## config.mk

```make
export PLATFORM = sky130hd
export DESIGN_NAME = puip_top
export DESIGN_NICKNAME = d
export VERILOG_FILES = /design/src/common/puip_pkg.sv /design/src/puip_top.sv
export VERILOG_INCLUDE_DIRS = /design/src /design/src/common
export SDC_FILE = /design/constraint.sdc
export NUM_CORES = 1
export LEC_CHECK = 0
export ABC_AREA = 0
export BUFFER_PORTS_ARGS = -buffer_cell sky130_fd_sc_hd__buf_2
export CORE_MARGIN = 2
export CORE_UTILIZATION = 55
export CTS_BUF_LIST = sky130_fd_sc_hd__clkbuf_2
export DETAILED_ROUTE_END_ITERATION = 7
export HOLD_SLACK_MARGIN = 0.08
export PLACE_DENSITY_LB_ADDON = 0.2
export SLEW_MARGIN = 20
export SYNTH_ARGS = -nofsm -noshare
export SYNTH_HDL_FRONTEND = slang
export SYNTH_SLANG_ARGS = --single-unit
```

## constraint.sdc

```tcl
create_clock -name core_clk_in -period 5.85 [get_ports core_clk_in]
set_input_delay 1.17 -clock core_clk_in [delete_from_list [all_inputs] [get_ports core_clk_in]]
set_output_delay 1.17 -clock core_clk_in [all_outputs]
set_load 0.02 [all_outputs]
```

## src/common/puip_consts.svh

```systemverilog
/*
  Constants of the power-up initialisation and programming protection block:
  register offsets, reset values, timing counts and programming instruction codes.
  Assumes it is included by its bare name wherever the values are needed.
*/
`ifndef PUIP_CONSTS_SVH
`define PUIP_CONSTS_SVH

// Register offsets (byte addresses)
`define PUIP_OFF_PIN_OUT 8'h00
`define PUIP_OFF_PIN_OE 8'h04
`define PUIP_OFF_PIN_IN 8'h08
`define PUIP_OFF_STATUS 8'h0c

// Reset values
`define PUIP_RST_WORD 16'h0000
`define PUIP_RST_PINS 8'h00

// Timing: settle interval after the supply is good
`define PUIP_CLK_NS 50
`define PUIP_SETTLE_NS 1000
`define PUIP_SETTLE_CYC ((`PUIP_SETTLE_NS + `PUIP_CLK_NS - 1) / `PUIP_CLK_NS)

// Configuration memory layout
`define PUIP_CFG_WORDS 8
`define PUIP_WORD_OPT 3'h0
`define PUIP_WORD_OE 3'h1

// Pin positions of the programming port within the pin bus
`define PUIP_PIN_CLK 4
`define PUIP_PIN_MODE 5
`define PUIP_PIN_DIN 6
`define PUIP_PIN_DOUT 7

// Programming instruction codes
`define PUIP_IR_BYPASS 4'hf
`define PUIP_IR_ISP_EN 4'h1
`define PUIP_IR_ERASE 4'h2
`define PUIP_IR_PROG 4'h3
`define PUIP_IR_VERIFY 4'h4
`define PUIP_IR_SIG_RD 4'h5
`define PUIP_IR_SIG_WR 4'h6
`define PUIP_IR_SECURE 4'h7
`define PUIP_IR_ISP_DIS 4'h8
`define PUIP_IR_CAPTURE 4'h1

`endif

```

## src/common/puip_pkg.sv

```systemverilog
/*
  Types of the power-up initialisation and programming protection block.
  Assumes the constants header supplies all numeric values.
*/
package puip_pkg;

    // Programming port controller states
    typedef enum logic [3:0] {
        tap_reset, tap_idle, tap_sel_dr, tap_cap_dr, tap_sh_dr, tap_ex1_dr, tap_pa_dr, tap_ex2_dr,
        tap_upd_dr, tap_sel_ir, tap_cap_ir, tap_sh_ir, tap_ex1_ir, tap_pa_ir, tap_ex2_ir, tap_upd_ir
    } puip_tap_state_t;

    // Option word held at configuration word 0
    typedef struct packed {
        logic [4:0] spare;
        logic hyst_large;
        logic port_off;
        logic keeper;
        logic [7:0] polarity;
    } puip_cfg_t;

endpackage

```

## src/puip_top.sv

```systemverilog
/*
  Power-up initialisation, reset hysteresis, security fuse, in-system programming
  over a four-pin test port, and pin protection during programming.
  Assumes: supply comparator levels and pins are asynchronous; APB master on core_clk_in.
*/
`timescale 1ns/1ps
`default_nettype none
`include "puip_consts.svh"

module puip_top
    import puip_pkg::*;
(
    // Clock and reset
    input wire logic core_clk_in,
    input wire logic reset_in,
    // Supply comparator levels
    input wire logic supply_above_hi_in,
    input wire logic supply_above_lo_in,
    // APB slave
    input wire logic psel_in,
    input wire logic penable_in,
    input wire logic pwrite_in,
    input wire logic [7:0] paddr_in,
    input wire logic [31:0] pwdata_in,
    output logic [31:0] prdata_out,
    output logic pready_out,
    output logic pslverr_out,
    // Pins: 3..0 general, 7..4 programming port or general
    input wire logic [7:0] pin_in,
    output logic [7:0] pin_out,
    output logic [7:0] pin_oe_out,
    output logic [7:0] pin_keep_oe_out,
    output logic [7:0] pin_keep_level_out,
    // Status
    output logic init_done_out
);

    logic [15:0] cfg_mem [0:`PUIP_CFG_WORDS-1];
    logic [15:0] user_sig;
    logic secure;
    logic cfg_valid;
    logic isp_active;
    logic keep_sess;
    puip_cfg_t cfg;
    logic [7:0] pin_meta, pin_sync, pin_prev;
    logic hi_meta, hi_sync, lo_meta, lo_sync;
    logic supply_good;
    logic [7:0] settle_cnt;
    logic [7:0] user_out, user_oe;
    puip_tap_state_t tap;
    logic [3:0] ir, ir_sr;
    logic [18:0] dr_sr;
    logic bypass_bit;
    logic tdo, tdo_en;
    logic tck_rise, tck_fall, tms, tdi;
    logic port_on, init_pulse, isp_done;
    logic [3:0] next_ir;

    assign cfg = puip_cfg_t'(cfg_mem[`PUIP_WORD_OPT]);
    assign port_on = ~(cfg.port_off & cfg_valid);

    // Two-flop synchronisers for pins and comparators
    always_ff @(posedge core_clk_in) begin
        pin_meta <= pin_in;
        pin_sync <= pin_meta;
        pin_prev <= pin_sync;
        hi_meta <= supply_above_hi_in;
        hi_sync <= hi_meta;
        lo_meta <= supply_above_lo_in;
        lo_sync <= lo_meta;
    end

    // Port clock edges seen at core clock rate
    assign tck_rise = port_on & pin_sync[`PUIP_PIN_CLK] & ~pin_prev[`PUIP_PIN_CLK];
    assign tck_fall = port_on & ~pin_sync[`PUIP_PIN_CLK] & pin_prev[`PUIP_PIN_CLK];
    assign tms = pin_sync[`PUIP_PIN_MODE];
    assign tdi = pin_sync[`PUIP_PIN_DIN];
    assign next_ir = ir_sr;
    assign isp_done = tck_rise && tap == tap_upd_ir && next_ir == `PUIP_IR_ISP_DIS && isp_active;

    // Supply good with selectable hysteresis
    always_ff @(posedge core_clk_in) begin
        if (reset_in) begin
            supply_good <= 1'b0;
        end else if (cfg.hyst_large) begin
            // Large: rise at upper level, fall only below lower level
            if (hi_sync) begin
                supply_good <= 1'b1;
            end else if (!lo_sync) begin
                supply_good <= 1'b0;
            end
        end else begin
            supply_good <= hi_sync;
        end
    end

    // Settle delay, then one init pulse; reprogramming re-runs it
    always_ff @(posedge core_clk_in) begin
        if (reset_in || !supply_good || isp_done) begin
            settle_cnt <= 8'h00;
            init_done_out <= 1'b0;
            init_pulse <= 1'b0;
        end else begin
            init_pulse <= 1'b0;
            if (!init_done_out) begin
                if (settle_cnt == 8'(`PUIP_SETTLE_CYC - 1)) begin
                    init_done_out <= 1'b1;
                    init_pulse <= 1'b1;
                end else begin
                    settle_cnt <= settle_cnt + 8'h01;
                end
            end
        end
    end

    // Port controller state; held in reset while the port is freed
    always_ff @(posedge core_clk_in) begin
        if (reset_in || !port_on) begin
            tap <= tap_reset;
        end else if (tck_rise) begin
            case (tap)
                tap_reset: tap <= tms ? tap_reset : tap_idle;
                tap_idle: tap <= tms ? tap_sel_dr : tap_idle;
                tap_sel_dr: tap <= tms ? tap_sel_ir : tap_cap_dr;
                tap_cap_dr: tap <= tms ? tap_ex1_dr : tap_sh_dr;
                tap_sh_dr: tap <= tms ? tap_ex1_dr : tap_sh_dr;
                tap_ex1_dr: tap <= tms ? tap_upd_dr : tap_pa_dr;
                tap_pa_dr: tap <= tms ? tap_ex2_dr : tap_pa_dr;
                tap_ex2_dr: tap <= tms ? tap_upd_dr : tap_sh_dr;
                tap_upd_dr: tap <= tms ? tap_sel_dr : tap_idle;
                tap_sel_ir: tap <= tms ? tap_reset : tap_cap_ir;
                tap_cap_ir: tap <= tms ? tap_ex1_ir : tap_sh_ir;
                tap_sh_ir: tap <= tms ? tap_ex1_ir : tap_sh_ir;
                tap_ex1_ir: tap <= tms ? tap_upd_ir : tap_pa_ir;
                tap_pa_ir: tap <= tms ? tap_ex2_ir : tap_pa_ir;
                tap_ex2_ir: tap <= tms ? tap_upd_ir : tap_sh_ir;
                tap_upd_ir: tap <= tms ? tap_sel_dr : tap_idle;
                default: tap <= tap_reset;
            endcase
        end
    end

    // Instruction and data shift paths
    always_ff @(posedge core_clk_in) begin
        if (reset_in || tap == tap_reset) begin
            ir <= `PUIP_IR_BYPASS;
            ir_sr <= `PUIP_IR_CAPTURE;
            dr_sr <= 19'h00000;
            bypass_bit <= 1'b0;
        end else if (tck_rise) begin
            case (tap)
                tap_cap_ir: ir_sr <= `PUIP_IR_CAPTURE;
                tap_sh_ir: ir_sr <= {tdi, ir_sr[3:1]};
                tap_upd_ir: ir <= next_ir;
                tap_cap_dr: begin
                    bypass_bit <= 1'b0;
                    if (ir == `PUIP_IR_VERIFY) begin
                        // Secured part answers zeros instead of the pattern
                        dr_sr[15:0] <= secure ? 16'h0000 : cfg_mem[dr_sr[18:16]];
                    end else if (ir == `PUIP_IR_SIG_RD) begin
                        dr_sr <= {3'h0, user_sig};
                    end
                end
                tap_sh_dr: begin
                    bypass_bit <= tdi;
                    dr_sr <= {tdi, dr_sr[18:1]};
                end
                default: ;
            endcase
        end
    end

    // Serial output changes on the falling port clock
    always_ff @(posedge core_clk_in) begin
        if (reset_in || !port_on) begin
            tdo <= 1'b0;
            tdo_en <= 1'b0;
        end else if (tck_fall) begin
            tdo_en <= (tap == tap_sh_ir) || (tap == tap_sh_dr);
            if (tap == tap_sh_ir) begin
                tdo <= ir_sr[0];
            end else if (ir == `PUIP_IR_BYPASS) begin
                tdo <= bypass_bit;
            end else begin
                tdo <= dr_sr[0];
            end
        end
    end

    // Session state; leaving without the closing instruction is an interruption
    always_ff @(posedge core_clk_in) begin
        if (reset_in || tap == tap_reset || !supply_good) begin
            isp_active <= 1'b0;
            keep_sess <= 1'b0;
        end else if (tck_rise && tap == tap_upd_ir) begin
            if (next_ir == `PUIP_IR_ISP_EN && !isp_active) begin
                isp_active <= 1'b1;
                keep_sess <= cfg.keeper & cfg_valid;
            end else if (next_ir == `PUIP_IR_ISP_DIS) begin
                isp_active <= 1'b0;
            end
        end
    end

    // Configuration store: erased at delivery, written only inside a session
    always_ff @(posedge core_clk_in) begin
        if (reset_in) begin
            for (int i = 0; i < `PUIP_CFG_WORDS; i++) begin
                cfg_mem[i] <= `PUIP_RST_WORD;
            end
            user_sig <= `PUIP_RST_WORD;
            secure <= 1'b0;
            cfg_valid <= 1'b0;
        end else if (tck_rise && isp_active) begin
            if (tap == tap_upd_ir && next_ir == `PUIP_IR_ERASE) begin
                for (int i = 0; i < `PUIP_CFG_WORDS; i++) begin
                    cfg_mem[i] <= `PUIP_RST_WORD;
                end
                user_sig <= `PUIP_RST_WORD;
                secure <= 1'b0;
                cfg_valid <= 1'b0;
            end else if (tap == tap_upd_ir && next_ir == `PUIP_IR_SECURE) begin
                secure <= 1'b1;
            end else if (tap == tap_upd_ir && next_ir == `PUIP_IR_ISP_DIS) begin
                cfg_valid <= 1'b1;
            end else if (tap == tap_upd_dr && ir == `PUIP_IR_PROG) begin
                cfg_mem[dr_sr[18:16]] <= dr_sr[15:0];
                cfg_valid <= 1'b0;
            end else if (tap == tap_upd_dr && ir == `PUIP_IR_SIG_WR) begin
                user_sig <= dr_sr[15:0];
            end
        end
    end

    // User output registers; init pulse loads polarity and enables
    always_ff @(posedge core_clk_in) begin
        if (reset_in) begin
            user_out <= `PUIP_RST_PINS;
            user_oe <= `PUIP_RST_PINS;
        end else if (init_pulse) begin
            user_out <= cfg.polarity;
            user_oe <= cfg_mem[`PUIP_WORD_OE][7:0];
        end else if (psel_in && penable_in && pwrite_in && pready_out) begin
            if (paddr_in == `PUIP_OFF_PIN_OUT) begin
                user_out <= pwdata_in[7:0];
            end else if (paddr_in == `PUIP_OFF_PIN_OE) begin
                user_oe <= pwdata_in[7:0];
            end
        end
    end

    // APB answer one cycle into the access phase
    always_ff @(posedge core_clk_in) begin
        if (reset_in) begin
            pready_out <= 1'b0;
            pslverr_out <= 1'b0;
            prdata_out <= 32'h00000000;
        end else begin
            pready_out <= psel_in & penable_in & ~pready_out;
            pslverr_out <= 1'b0;
            prdata_out <= 32'h00000000;
            if (psel_in && penable_in && !pready_out) begin
                case (paddr_in)
                    `PUIP_OFF_PIN_OUT: prdata_out <= {24'h000000, user_out};
                    `PUIP_OFF_PIN_OE: prdata_out <= {24'h000000, user_oe};
                    `PUIP_OFF_PIN_IN: prdata_out <= {24'h000000, pin_sync};
                    `PUIP_OFF_STATUS: prdata_out <= {25'h0, cfg.hyst_large, cfg.keeper, port_on,
                                                     secure, cfg_valid, isp_active, init_done_out};
                    default: pslverr_out <= 1'b1;
                endcase
            end
        end
    end

    // Pin drivers: unconfigured, uninitialised or programming parts release every pin but the serial output
    always_ff @(posedge core_clk_in) begin
        if (reset_in || !cfg_valid || !init_done_out || init_pulse || isp_active) begin
            pin_out <= `PUIP_RST_PINS;
            pin_oe_out <= `PUIP_RST_PINS;
        end else begin
            pin_out <= user_out;
            pin_oe_out <= user_oe;
        end
        // Serial output pin belongs to the port whenever it is enabled
        if (!reset_in && port_on) begin
            pin_out[7:4] <= {tdo, 3'h0};
            pin_oe_out[7:4] <= {tdo_en, 3'h0};
        end
    end

    // Keeper: weak hold of the last level seen on each pin
    always_ff @(posedge core_clk_in) begin
        if (reset_in) begin
            pin_keep_oe_out <= `PUIP_RST_PINS;
            pin_keep_level_out <= `PUIP_RST_PINS;
        end else begin
            pin_keep_level_out <= pin_sync;
            if (isp_active) begin
                pin_keep_oe_out <= {8{keep_sess}};
            end else begin
                pin_keep_oe_out <= {8{cfg.keeper & cfg_valid}};
            end
        end
    end

endmodule
`default_nettype wire

```

==> results.json, run 1 <==
{
  "clk_pin_slew_worst_paths_ns": 0.08,
  "async_flop_share_pct": 0,
  "hold_viol_final": 0,
  "cts.hold.buffers_added": 0,
  "regArea_um2": 6650,
  "path_cells": "nand2_1 -> nand3_1 -> or4_4 -> o31ai_2 -> buf_4",
  "post-cts-setup-buffer-count": 0,
  "firstDrtPassIters": 5,
  "nFillCells": 1835,
  "p_leak_nw": 4.61,
  "grt_pass1_vias": 8219,
  "grt_usage_pct": 24.8,
  "drtIter0Drc": 746,
  "critPathTopFamily": "simple AND/OR/NAND/NOR gates",
  "multi_input_area_um2": 4830,
  "cpPeakStageDelay_ns": 0.85,
  "netlist_instances": 1008,
  "synth_top_area_cell": "edfxtp_1",
  "ys_seq_area_share_pct": 55.2,
  "synth_edf_count": 128,
  "slew_violations": 0,
  "setup_viol": 0,
  "overflow": 0,
  "rsz0062_at_grt": "no",
  "core_um2": 21600,
  "start_util_pct": 55.6,
  "grt_max_degree": 97,
  "num_vias": 8375,
  "final_core_util_pct": 60.2,
  "synthFlopType": "dfxtp_1",
  "die-width_um": 152,
  "layout-drive-gt1-share_pct": 25.9,
  "ys_top_cells_by_area": "edfxtp_1, dfxtp_1, nor3_1",
  "finClkSkew_ns": 0.0726,
  "worstMarginPinSlew_ns": 1.03,
  "ant_nets": 0,
  "arrival_ns": 3.99,
  "viasPerCell": 5.94,
  "grt_antenna_before_repair": 2,
  "io_pins": 122,
  "drc_errors": 0,
  "place.gp.congestion": 0.807,
  "clockRootBuffer": "clkbuf_2",
  "yosysUniqueCellTypes": 66,
  "max-cap-violations": 0,
  "ys_ff_latch": 268,
  "fin_setup_tns_ns": 0,
  "numCtsBuffers": 71,
  "yosys_warnings": 0,
  "crit_buf_inv": 1,
  "period_minus_slack_ns": 3.52,
  "powerDensity_nw_per_um2": 264,
  "yosys-top-cells-count": "dfxtp_1, edfxtp_1, nor3_1",
  "postSynthAreaPerCell_um2": 11.9,
  "wl_per_cell_um": 20.4,
  "die_h_um": 152,
  "die_area_um2": 23100,
  "max_clock_freq_mhz": 284,
  "num_rows": 54,
  "nets": 1138,
  "cts_buffer_depth": 3,
  "insertion_delay_ns": 0.82,
  "startpoint_type": "register",
  "period_share_pct": 60.2,
  "htreeDepth": 3,
  "outcome": "completed",
  "area_growth_pct": 8.12,
  "drt_wl_total_um": 28800,
  "cts_sinks": 268,
  "crit_required_ns": 6.32,
  "min-delay-path-class": "reg2reg",
  "cts_resized": 0,
  "crit_slowest_cell": "or4_4",
  "worstPathMaxFanout": 41,
  "grt_pass1_wl_um": 45300,
  "end_kind": "register",
  "cts_tree": "built",
  "dp_hpwl_um": 17700,
  "max-slew-margin-rel_pct": 30.7,
  "yosysMostFrequentCell": "dfxtp_1",
  "crit_type": "reg2reg",
  "peakVddDrop_v": 0.000130,
  "syn_area_um2": 12000,
  "numPortBuffers": 73,
  "yosysTopAreaCellShare_pct": 32.0
}
## report_power, final
group	internal, mW	switching, mW	leakage [nW]	total, mW
clock	0.548	0.737	0.477	1.29
sequential	1.99	0.0193	2.51	2.01
combinational	0.0424	0.0901	1.62	0.133
total	2.58	0.847	4.61	3.43
## worst reg2reg max path: stages (launching register included)
cell and delay, ns:
edfxtp_1 0.59, nand2_1 0.30, nand3_1 0.22, or4_4 0.85, o31ai_2 0.85, buf_4 0.37
## layout by cell type, fill, tap and decap left out, drive strengths merged, types with 8 or more instances in the layout
cell type,synthesis,routed
a21oi,47,47
nor2b,12,12
edfxtp,128,128
o22ai,16,16
nand3,18,18
and2,9,9
a22o,16,16
nand2b,42,42
mux2i,34,34
nand2,70,70
conb,1,24
buf,65,92
nor4,8,8
dfxtp,140,140
clkbuf,49,101
a22oi,16,16
mux4,39,39
nor3,139,139
o21ai,12,12
and3,14,14
clkinv,0,13
o2bb2ai,16,16
nor2,31,31
## flip-flops by register name (all words and copies together), names as in the netlist, 4 cells and up, named ones only
signal	cells
ir_sr	4
tap	4
user_oe	8
pin_meta	8
ir	4
cfg_mem	128
pin_oe_out	8
user_out	8
pin_out	8
settle_cnt	8
pin_keep_level_out	8
dr_sr	19
prdata_out	8
user_sig	16
pin_sync	8
## per-layer routing
layer	vias to the layer above	global-route usage, %	wire length [um]
li1	3914	-	-
met1	4015	32.9	11800
met2	387	39.7	13800
met3	59	4.79	2090
met4	0	11.6	1080
met5	-	0	0
## cells by family after synthesis
| family | after synthesis | synth area share (%) |
|---|---|---|
| flops | 268 | 55.2 |
| xor+xnor | 10 | 0.728 |
| fa+ha+maj | 1 | 0.104 |
| buf+inv | 120 | 5.99 |
| simple gates | 375 | 18.1 |
| other cells | 1 | 0.0312 |
| compound gates | 158 | 9.05 |
| mux | 75 | 10.8 |
## layout make-up
cell class | instances | share of cell area [%]
clock inverter | 18 | 1.00
antenna | 2 | 0.0385
multi-input combinational | 643 | 37.2
clock buffer | 101 | 3.89
sequential | 268 | 51.1
tap | 280 | 2.69
timing repair buffer | 92 | 3.93
inverter | 6 | 0.173
## per-stage QoR
stage / cell area, um^2 / power [mW] / hold WS [ns] / setup WS, ns / instances
floorplan: 12100 / 2.15 / 0.310 / 1.70 / 1031
detailed placement: 12300 / 2.19 / 0.312 / 2.20 / 1289
finish: 13000 / 3.43 / 0.295 / 2.33 / 1410
CTS: 13000 / 3.47 / 0.316 / 2.25 / 1408
global route: 13000 / 3.58 / 0.301 / 2.15 / 1410
global placement: 12300 / 2.18 / 0.310 / 2.18 / 1289
## worst paths after layout
check / cells after the start / end / start / slack, ns
setup / recovery: 5 / cfg_mem[1][10]$_SDFFCE_PN0P_ / cfg_mem[0][9]$_SDFFCE_PN0P_ / 2.33
setup reg to reg: 5 / cfg_mem[1][10]$_SDFFCE_PN0P_ / cfg_mem[0][9]$_SDFFCE_PN0P_ / 2.33
hold reg to reg: 0 / pin_sync[7]$_DFF_P_ / pin_meta[7]$_DFF_P_ / 0.29
hold / removal: 0 / pin_sync[7]$_DFF_P_ / pin_meta[7]$_DFF_P_ / 0.29
Power figures use the tool's default switching activity.
==> run 2: changes to the inputs <==
--- a/config.mk
+++ b/config.mk
@@ -6,7 +6,7 @@
 export SDC_FILE = /design/constraint.sdc
 export NUM_CORES = 1
 export LEC_CHECK = 0
-export ABC_AREA = 0
+export ABC_AREA = 1
 export BUFFER_PORTS_ARGS = -buffer_cell sky130_fd_sc_hd__buf_2
 export CORE_MARGIN = 2
 export CORE_UTILIZATION = 55
==> constraint.sdc (replaced) <==
create_clock -name core_clk_in -period 3.2 [get_ports core_clk_in]
set_input_delay 0.64 -clock core_clk_in [delete_from_list [all_inputs] [get_ports core_clk_in]]
set_output_delay 0.64 -clock core_clk_in [all_outputs]
set_load 0.02 [all_outputs]
==> results.json, run 2 <==
{
  "outcome": "completed",
  "finClkSkew_ns": 0.0847,
  "die_area_um2": 23000,
  "max_clock_freq_mhz": 403,
  "grt_max_degree": 66,
  "worstPathMaxFanout": 16,
  "area_growth_pct": 11.8,
  "wl_per_cell_um": 15.4,
  "grt_pass1_wl_um": 47600,
  "cpPeakStageDelay_ns": 0.45,
  "clockRootBuffer": "clkbuf_2",
  "ant_nets": 0,
  "path_cells": "nand2_1 -> nand2_1 -> buf_4 -> nor2_1 -> nand2_1 -> nor3_4 -> nand3_2 -> nand2_1 -> buf_4",
  "peakVddDrop_v": 0.000278,
  "crit_type": "reg2reg",
  "drc_errors": 0,
  "numPortBuffers": 73,
  "critPathTopFamily": "simple AND/OR/NAND/NOR gates",
  "cts_tree": "built",
  "netlist_instances": 1516,
  "top_regs": "cfg_mem x128, dr_sr x19, user_sig x16",
  "grt_antenna_before_repair": 1,
  "synth_edf_count": 128,
  "die-width_um": 152,
  "arrival_ns": 2.93,
  "cts_sinks": 268,
  "firstDrtPassIters": 6,
  "num_vias": 10250,
  "final_core_util_pct": 62.1,
  "final_cell_mix": "nand2_1, nor2_1, inv_1",
  "startpoint_type": "register",
  "slew_violations": 0,
  "top_register": "cfg_mem",
  "drt_wl_total_um": 30500,
  "min_to": "pslverr_out$_SDFF_PP0_",
  "crit_buf_inv": 2,
  "whs_path_depth": 5,
  "p_leak_nw": 5.87,
  "period_share_pct": 77.6,
  "htreeDepth": 3,
  "largest_register_ffs": 128,
  "io_pins": 122,
  "insertion_delay_ns": 0.84,
  "synthFlopType": "dfxtp_1",
  "place.gp.congestion": 0.888,
  "layout-drive-gt1-share_pct": 14.1,
  "holdCritStartpoint": "paddr_in[4]",
  "r2r-start": "cfg_mem[0][9]$_SDFFCE_PN0P_",
  "yosysMostFrequentCell": "nand2_1",
  "synth_compound_area_share_pct": 6.21,
  "fin_setup_tns_ns": 0,
  "numCtsBuffers": 70,
  "synth_mux_area_share_pct": 0,
  "nets": 1701,
  "grt_pass1_vias": 9520,
  "ys_top_cells_by_area": "edfxtp_1, dfxtp_1, nand2_1",
  "ys_seq_area_share_pct": 55.4,
  "synth_top_family_by_area": "simple AND/OR/NAND/NOR gates",
  "viasPerCell": 5.19,
  "core_um2": 21600,
  "overflow": 0,
  "cts_buffer_depth": 3,
  "place_area_um2": 12700,
  "crit_required_ns": 3.65,
  "yosys.area_share.simple_pct": 27.9,
  "ys_ff_latch": 268,
  "num_rows": 54,
  "max-cap-violations": 0,
  "async_flop_share_pct": 0,
  "postLayoutCellArea_um2": 13400,
  "dpl.cell_count": 1841,
  "rsz0062_at_grt": "no",
  "yosysUniqueCellTypes": 31,
  "fin_cells": 1976,
  "hold_viol_final": 0,
  "r2r_cells": 9,
  "worstMarginPinSlew_ns": 1.13,
  "min-delay-path-class": "in2reg",
  "dp_hpwl_um": 20200,
  "setup_viol": 0,
  "clk_pin_slew_worst_paths_ns": 0.10,
  "grt_usage_pct": 27.0,
  "synth-adder-area-share_pct": 0.104,
  "max-slew-margin-rel_pct": 24.3,
  "yosys_warnings": 0,
  "syn_area_um2": 12000,
  "end_kind": "register",
  "start_util_pct": 55.5,
  "crit_top_cell": "nand2_1",
  "die_h_um": 152,
  "period_minus_slack_ns": 2.48,
  "rrSetupSlack_ns": 0.72,
  "powerDensity_nw_per_um2": 474,
  "nFillCells": 1959,
  "drtIter0Drc": 927,
  "layout_commonest_cell": "nand2_1",
  "yosys-top-cells-count": "nand2_1, nor2_1, inv_1",
  "synth_top_area_cell": "edfxtp_1",
  "synth_xor_xnor_area_share_pct": 0.146,
  "crit_slowest_cell": "edfxtp_1",
  "rr_endpoint": "cfg_mem[0][9]$_SDFFCE_PN0P_",
  "postSynthAreaPerCell_um2": 7.92,
  "yosysTopAreaCellShare_pct": 32.0
}
[run 2: timing repair]
action	CTS	global route
gates resized for setup	0	0
hold buffers	12	0
setup buffers	0	0
endpoints found under the hold margin	11	0
setup endpoints to repair	0	0
[run 2: power breakdown]
| part | switching, mW | total [mW] | internal (mW) |
|---|---|---|---|
| sequential | 0.0353 | 3.72 | 3.68 |
| combinational | 0.178 | 0.259 | 0.0808 |
| clock | 1.38 | 2.39 | 1.02 |
[run 2: final cells by class]
type	count	area (um^2)	share of cell area, %
flip-flops and latches	268	6650	49.5
multi-input cells	976	4210	31.4
repair buffers	125	798	5.95
inverters	204	766	5.70
clock buffers	103	515	3.84
well taps	280	350	2.61
clock inverters	19	131	0.979
diodes	1	2.50	0.0186
[run 2: worst register-to-register path: cells and delay by family (launching register included)]
| kind | cells | cell delay (ns) |
|---|---|---|
| buffers and inverters | 2 | 0.44 |
| DFF | 1 | 0.45 |
| and+or+nand+nor | 7 | 1.29 |
[run 2: logic make-up (layout without fill, tap and decap cells)]
group,Yosys count,in the layout
AOI/OAI and AO/OA,142,142
xor gates and xnor gates,2,2
adders and majority gates,1,1
buffers and inverters,295,451
DFF,268,268
other,1,25
and+or+nand+nor,807,807
[run 2: worst max-delay path by stage]
stage / from / cells after the start / slack, ns / end
finish: cfg_mem[0][9]$_SDFFCE_PN0P_ / 9 / 0.72 / cfg_mem[0][9]$_SDFFCE_PN0P_
global route: cfg_mem[0][9]$_SDFFCE_PN0P_ / 9 / 0.54 / cfg_mem[0][9]$_SDFFCE_PN0P_
CTS: cfg_mem[0][9]$_SDFFCE_PN0P_ / 9 / 0.74 / cfg_mem[0][9]$_SDFFCE_PN0P_
detailed placement: cfg_mem[0][9]$_SDFFCE_PN0P_ / 9 / 0.74 / cfg_mem[5][2]$_SDFFCE_PN0P_
global placement: cfg_mem[0][9]$_SDFFCE_PN0P_ / 9 / 0.77 / cfg_mem[5][1]$_SDFFCE_PN0P_
floorplan: reset_in / 5 / 0.80 / cfg_mem[0][0]$_SDFFCE_PN0P_
[run 2: metal layers]
layer	vias to the layer above	routed length (um)	track usage, %
met5	-	0	0
met4	0	541	9.12
met3	50	2010	4.94
met2	349	15100	45.2
met1	4776	12800	35.4
li1	5075	-	-
[run 2: per-stage QoR]
stage	total power, mW	hold WS, ns	worst slack [ns]
finish	6.37	0.202	0.716
global route	6.65	0.184	0.537
CTS	6.41	0.142	0.742
detailed placement	4.04	0.313	0.744
global placement	4.03	0.310	0.769
floorplan	3.97	0.310	0.797
==> run 3: changes to the inputs <==
--- a/config.mk
+++ b/config.mk
@@ -6,7 +6,7 @@
 export SDC_FILE = /design/constraint.sdc
 export NUM_CORES = 1
 export LEC_CHECK = 0
-export ABC_AREA = 1
+export ABC_AREA = 0
 export BUFFER_PORTS_ARGS = -buffer_cell sky130_fd_sc_hd__buf_2
 export CORE_MARGIN = 2
 export CORE_UTILIZATION = 55
==> constraint.sdc (replaced) <==
create_clock -name core_clk_in -period 2.2 [get_ports core_clk_in]
set_input_delay 0.44 -clock core_clk_in [delete_from_list [all_inputs] [get_ports core_clk_in]]
set_output_delay 0.44 -clock core_clk_in [all_outputs]
set_load 0.02 [all_outputs]
==> results.json, run 3 (synthesized netlist as in run 1, its figures left out) <==
{
  "outcome": "finished with violations",
  "violations": "negative setup slack",
  "start_util_pct": 55.6,
  "num_vias": 8911,
  "cts_tree": "built",
  "top_regs": "cfg_mem x128, dr_sr x19, user_sig x16",
  "pwr-share-clk_pct": 37.9,
  "top_register": "cfg_mem",
  "die_h_um": 152,
  "period_minus_slack_ns": 2.33,
  "max-cap-violations": 0,
  "overflow": 0,
  "worstPathMaxFanout": 16,
  "ant_nets": 0,
  "arrival_ns": 2.81,
  "layout_commonest_cell": "dfxtp_1",
  "wl_per_cell_um": 20.1,
  "grt_max_degree": 33,
  "fin_setup_tns_ns": -9.77,
  "powerDensity_nw_per_um2": 650,
  "combPwrFrac_pct": 5.0,
  "path_cells": "nor4b_4 -> nand4_1 -> buf_4 -> or4_4 -> o31ai_4 -> buf_12",
  "drtIter0Drc": 591,
  "max-slew-margin-rel_pct": 46.5,
  "slew_violations": 0,
  "viasPerCell": 5.87,
  "setup_viol": 205,
  "core_um2": 21600,
  "max_clock_freq_mhz": 429,
  "intPower_mw": 7.03,
  "numPortBuffers": 73,
  "drc_errors": 0,
  "clk_pin_slew_worst_paths_ns": 0.10,
  "cts_sinks": 268,
  "period_share_pct": 106,
  "largest_register_ffs": 128,
  "die-width_um": 152,
  "dp_hpwl_um": 19200,
  "cts_buffer_depth": 3,
  "p_leak_nw": 5.24,
  "crit_slowest_cell": "or4_4",
  "end_kind": "register",
  "crit_type": "reg2reg",
  "pwr-share-seq_pct": 57.0,
  "grt_antenna_before_repair": 1,
  "io_pins": 122,
  "grt_pass1_vias": 8744,
  "startpoint_type": "register",
  "power.switching_mw": 2.33,
  "nets": 1241,
  "whs_path_depth": 6,
  "clockRootBuffer": "clkbuf_2",
  "drt_wl_total_um": 30500,
  "nFillCells": 1663,
  "area_growth_pct": 19.6,
  "crit_required_ns": 2.68,
  "grt_usage_pct": 26.2,
  "r2r_cells": 6,
  "insertion_delay_ns": 0.83,
  "peakVddDrop_v": 0.000390,
  "hold_viol_final": 0,
  "firstDrtPassIters": 5,
  "finClkSkew_ns": 0.0593,
  "final_cell_mix": "dfxtp_1, edfxtp_1, clkbuf_2",
  "rrSetupSlack_ns": -0.13,
  "layout-drive-gt1-share_pct": 34.0,
  "worstMarginPinSlew_ns": 0.796,
  "numCtsBuffers": 71,
  "die_area_um2": 23100,
  "switching_share_pct": 24.9,
  "grt_pass1_wl_um": 47900,
  "cpPeakStageDelay_ns": 0.51,
  "layout_setup_ws_ns": -0.130,
  "htreeDepth": 3,
  "min-delay-path-class": "in2reg",
  "num_rows": 54,
  "hold_slack_ns": 0.240,
  "rsz0062_at_grt": "yes",
  "place.gp.congestion": 0.867
}
==> run 3: cell count changes in the layout (fill, tap and decap cells not counted), moves of 22 or more <==
cell / delta
a21oi_1: -44
buf_4: +33
clkinv_1: -24
inv_1: -178
mux2i_1: +34
mux4_2: +22
nand2_1: -264
nand2b_1: +42
nand3_1: -152
nor2_1: -241
nor3_1: +51
nor3_2: +77
o21ai_0: -26
==> run 3: power by group through the flow <==
stage	Combinational, mW	Clock [mW]	Sequential [mW]
after floorplan	0.273	0	5.45
after global placement	0.423	0	5.45
after detailed placement	0.426	0	5.45
after CTS	0.468	3.63	5.34
after global routing	0.499	3.86	5.35
final	0.471	3.55	5.34
==> run 3: what timing repair did <==
action / CTS / global route
setup endpoints to repair: 203 / 226
pin swaps: 0 / 3
hold buffers: 25 / 0
hold endpoints to repair: 33 / 0
resized for setup: 19 / 39
setup buffers: 5 / 1
gates cloned: 2 / 0
==> run 3: final cells by class <==
| cell class | count | area, um^2 | area share (%) |
|---|---|---|---|
| tap | 280 | 350 | 2.43 |
| sequential | 268 | 6650 | 46.2 |
| multi-input combinational | 644 | 5120 | 35.6 |
| clock buffer | 108 | 541 | 3.76 |
| antenna | 1 | 2.50 | 0.0174 |
| clock inverter | 16 | 119 | 0.826 |
| inverter | 6 | 22.5 | 0.156 |
| timing repair buffer | 194 | 1590 | 11.0 |
==> run 3: path summary, 6_finish.rpt <==
check	startpoint	endpoint
worst max-delay path	tap[0]$_SDFFE_PN0N_	cfg_mem[5][6]$_SDFFCE_PN0P_
worst min-delay path	paddr_in[4]	prdata_out[7]$_SDFF_PP0_
worst max register to register	tap[0]$_SDFFE_PN0N_	cfg_mem[5][6]$_SDFFCE_PN0P_
worst min register to register	pin_meta[5]$_DFF_P_	pin_sync[5]$_DFF_P_
==> run 3: routing by layer <==
layer  share of wire [%]  up-vias  global-route usage [%]
met1                  42     4312                    33.8
met4                 3.8        0                    11.9
met5                   0        -                       0
met2                  48      374                    42.9
met3                 6.4       82                    5.25
li1                    -     4143                       -
==> run 3: through the flow <==
stage | util [%] | total power [mW] | std cells | worst slack (ns) | area, um^2
3_3_place_gp | 60.7 | 5.87 | 1359 | -0.101 | 13100
4_1_cts | 65.6 | 9.44 | 1515 | -0.146 | 14200
5_1_grt | 66.6 | 9.71 | 1517 | -0.191 | 14400
2_1_floorplan | - | 5.72 | 1031 | -0.391 | 12300
6_report | 66.6 | 9.36 | 1517 | -0.130 | 14400
3_5_place_dp | 60.7 | 5.88 | 1359 | -0.148 | 13100
==> run 3: worst max-delay path, delay by kind of cell (launching register included) <==
family | cells | cell delay, ns
AOI/OAI and AO/OA | 1 | 0.24
buffers and inverters | 2 | 0.40
DFF | 1 | 0.35
and+or+nand+nor | 3 | 1.00
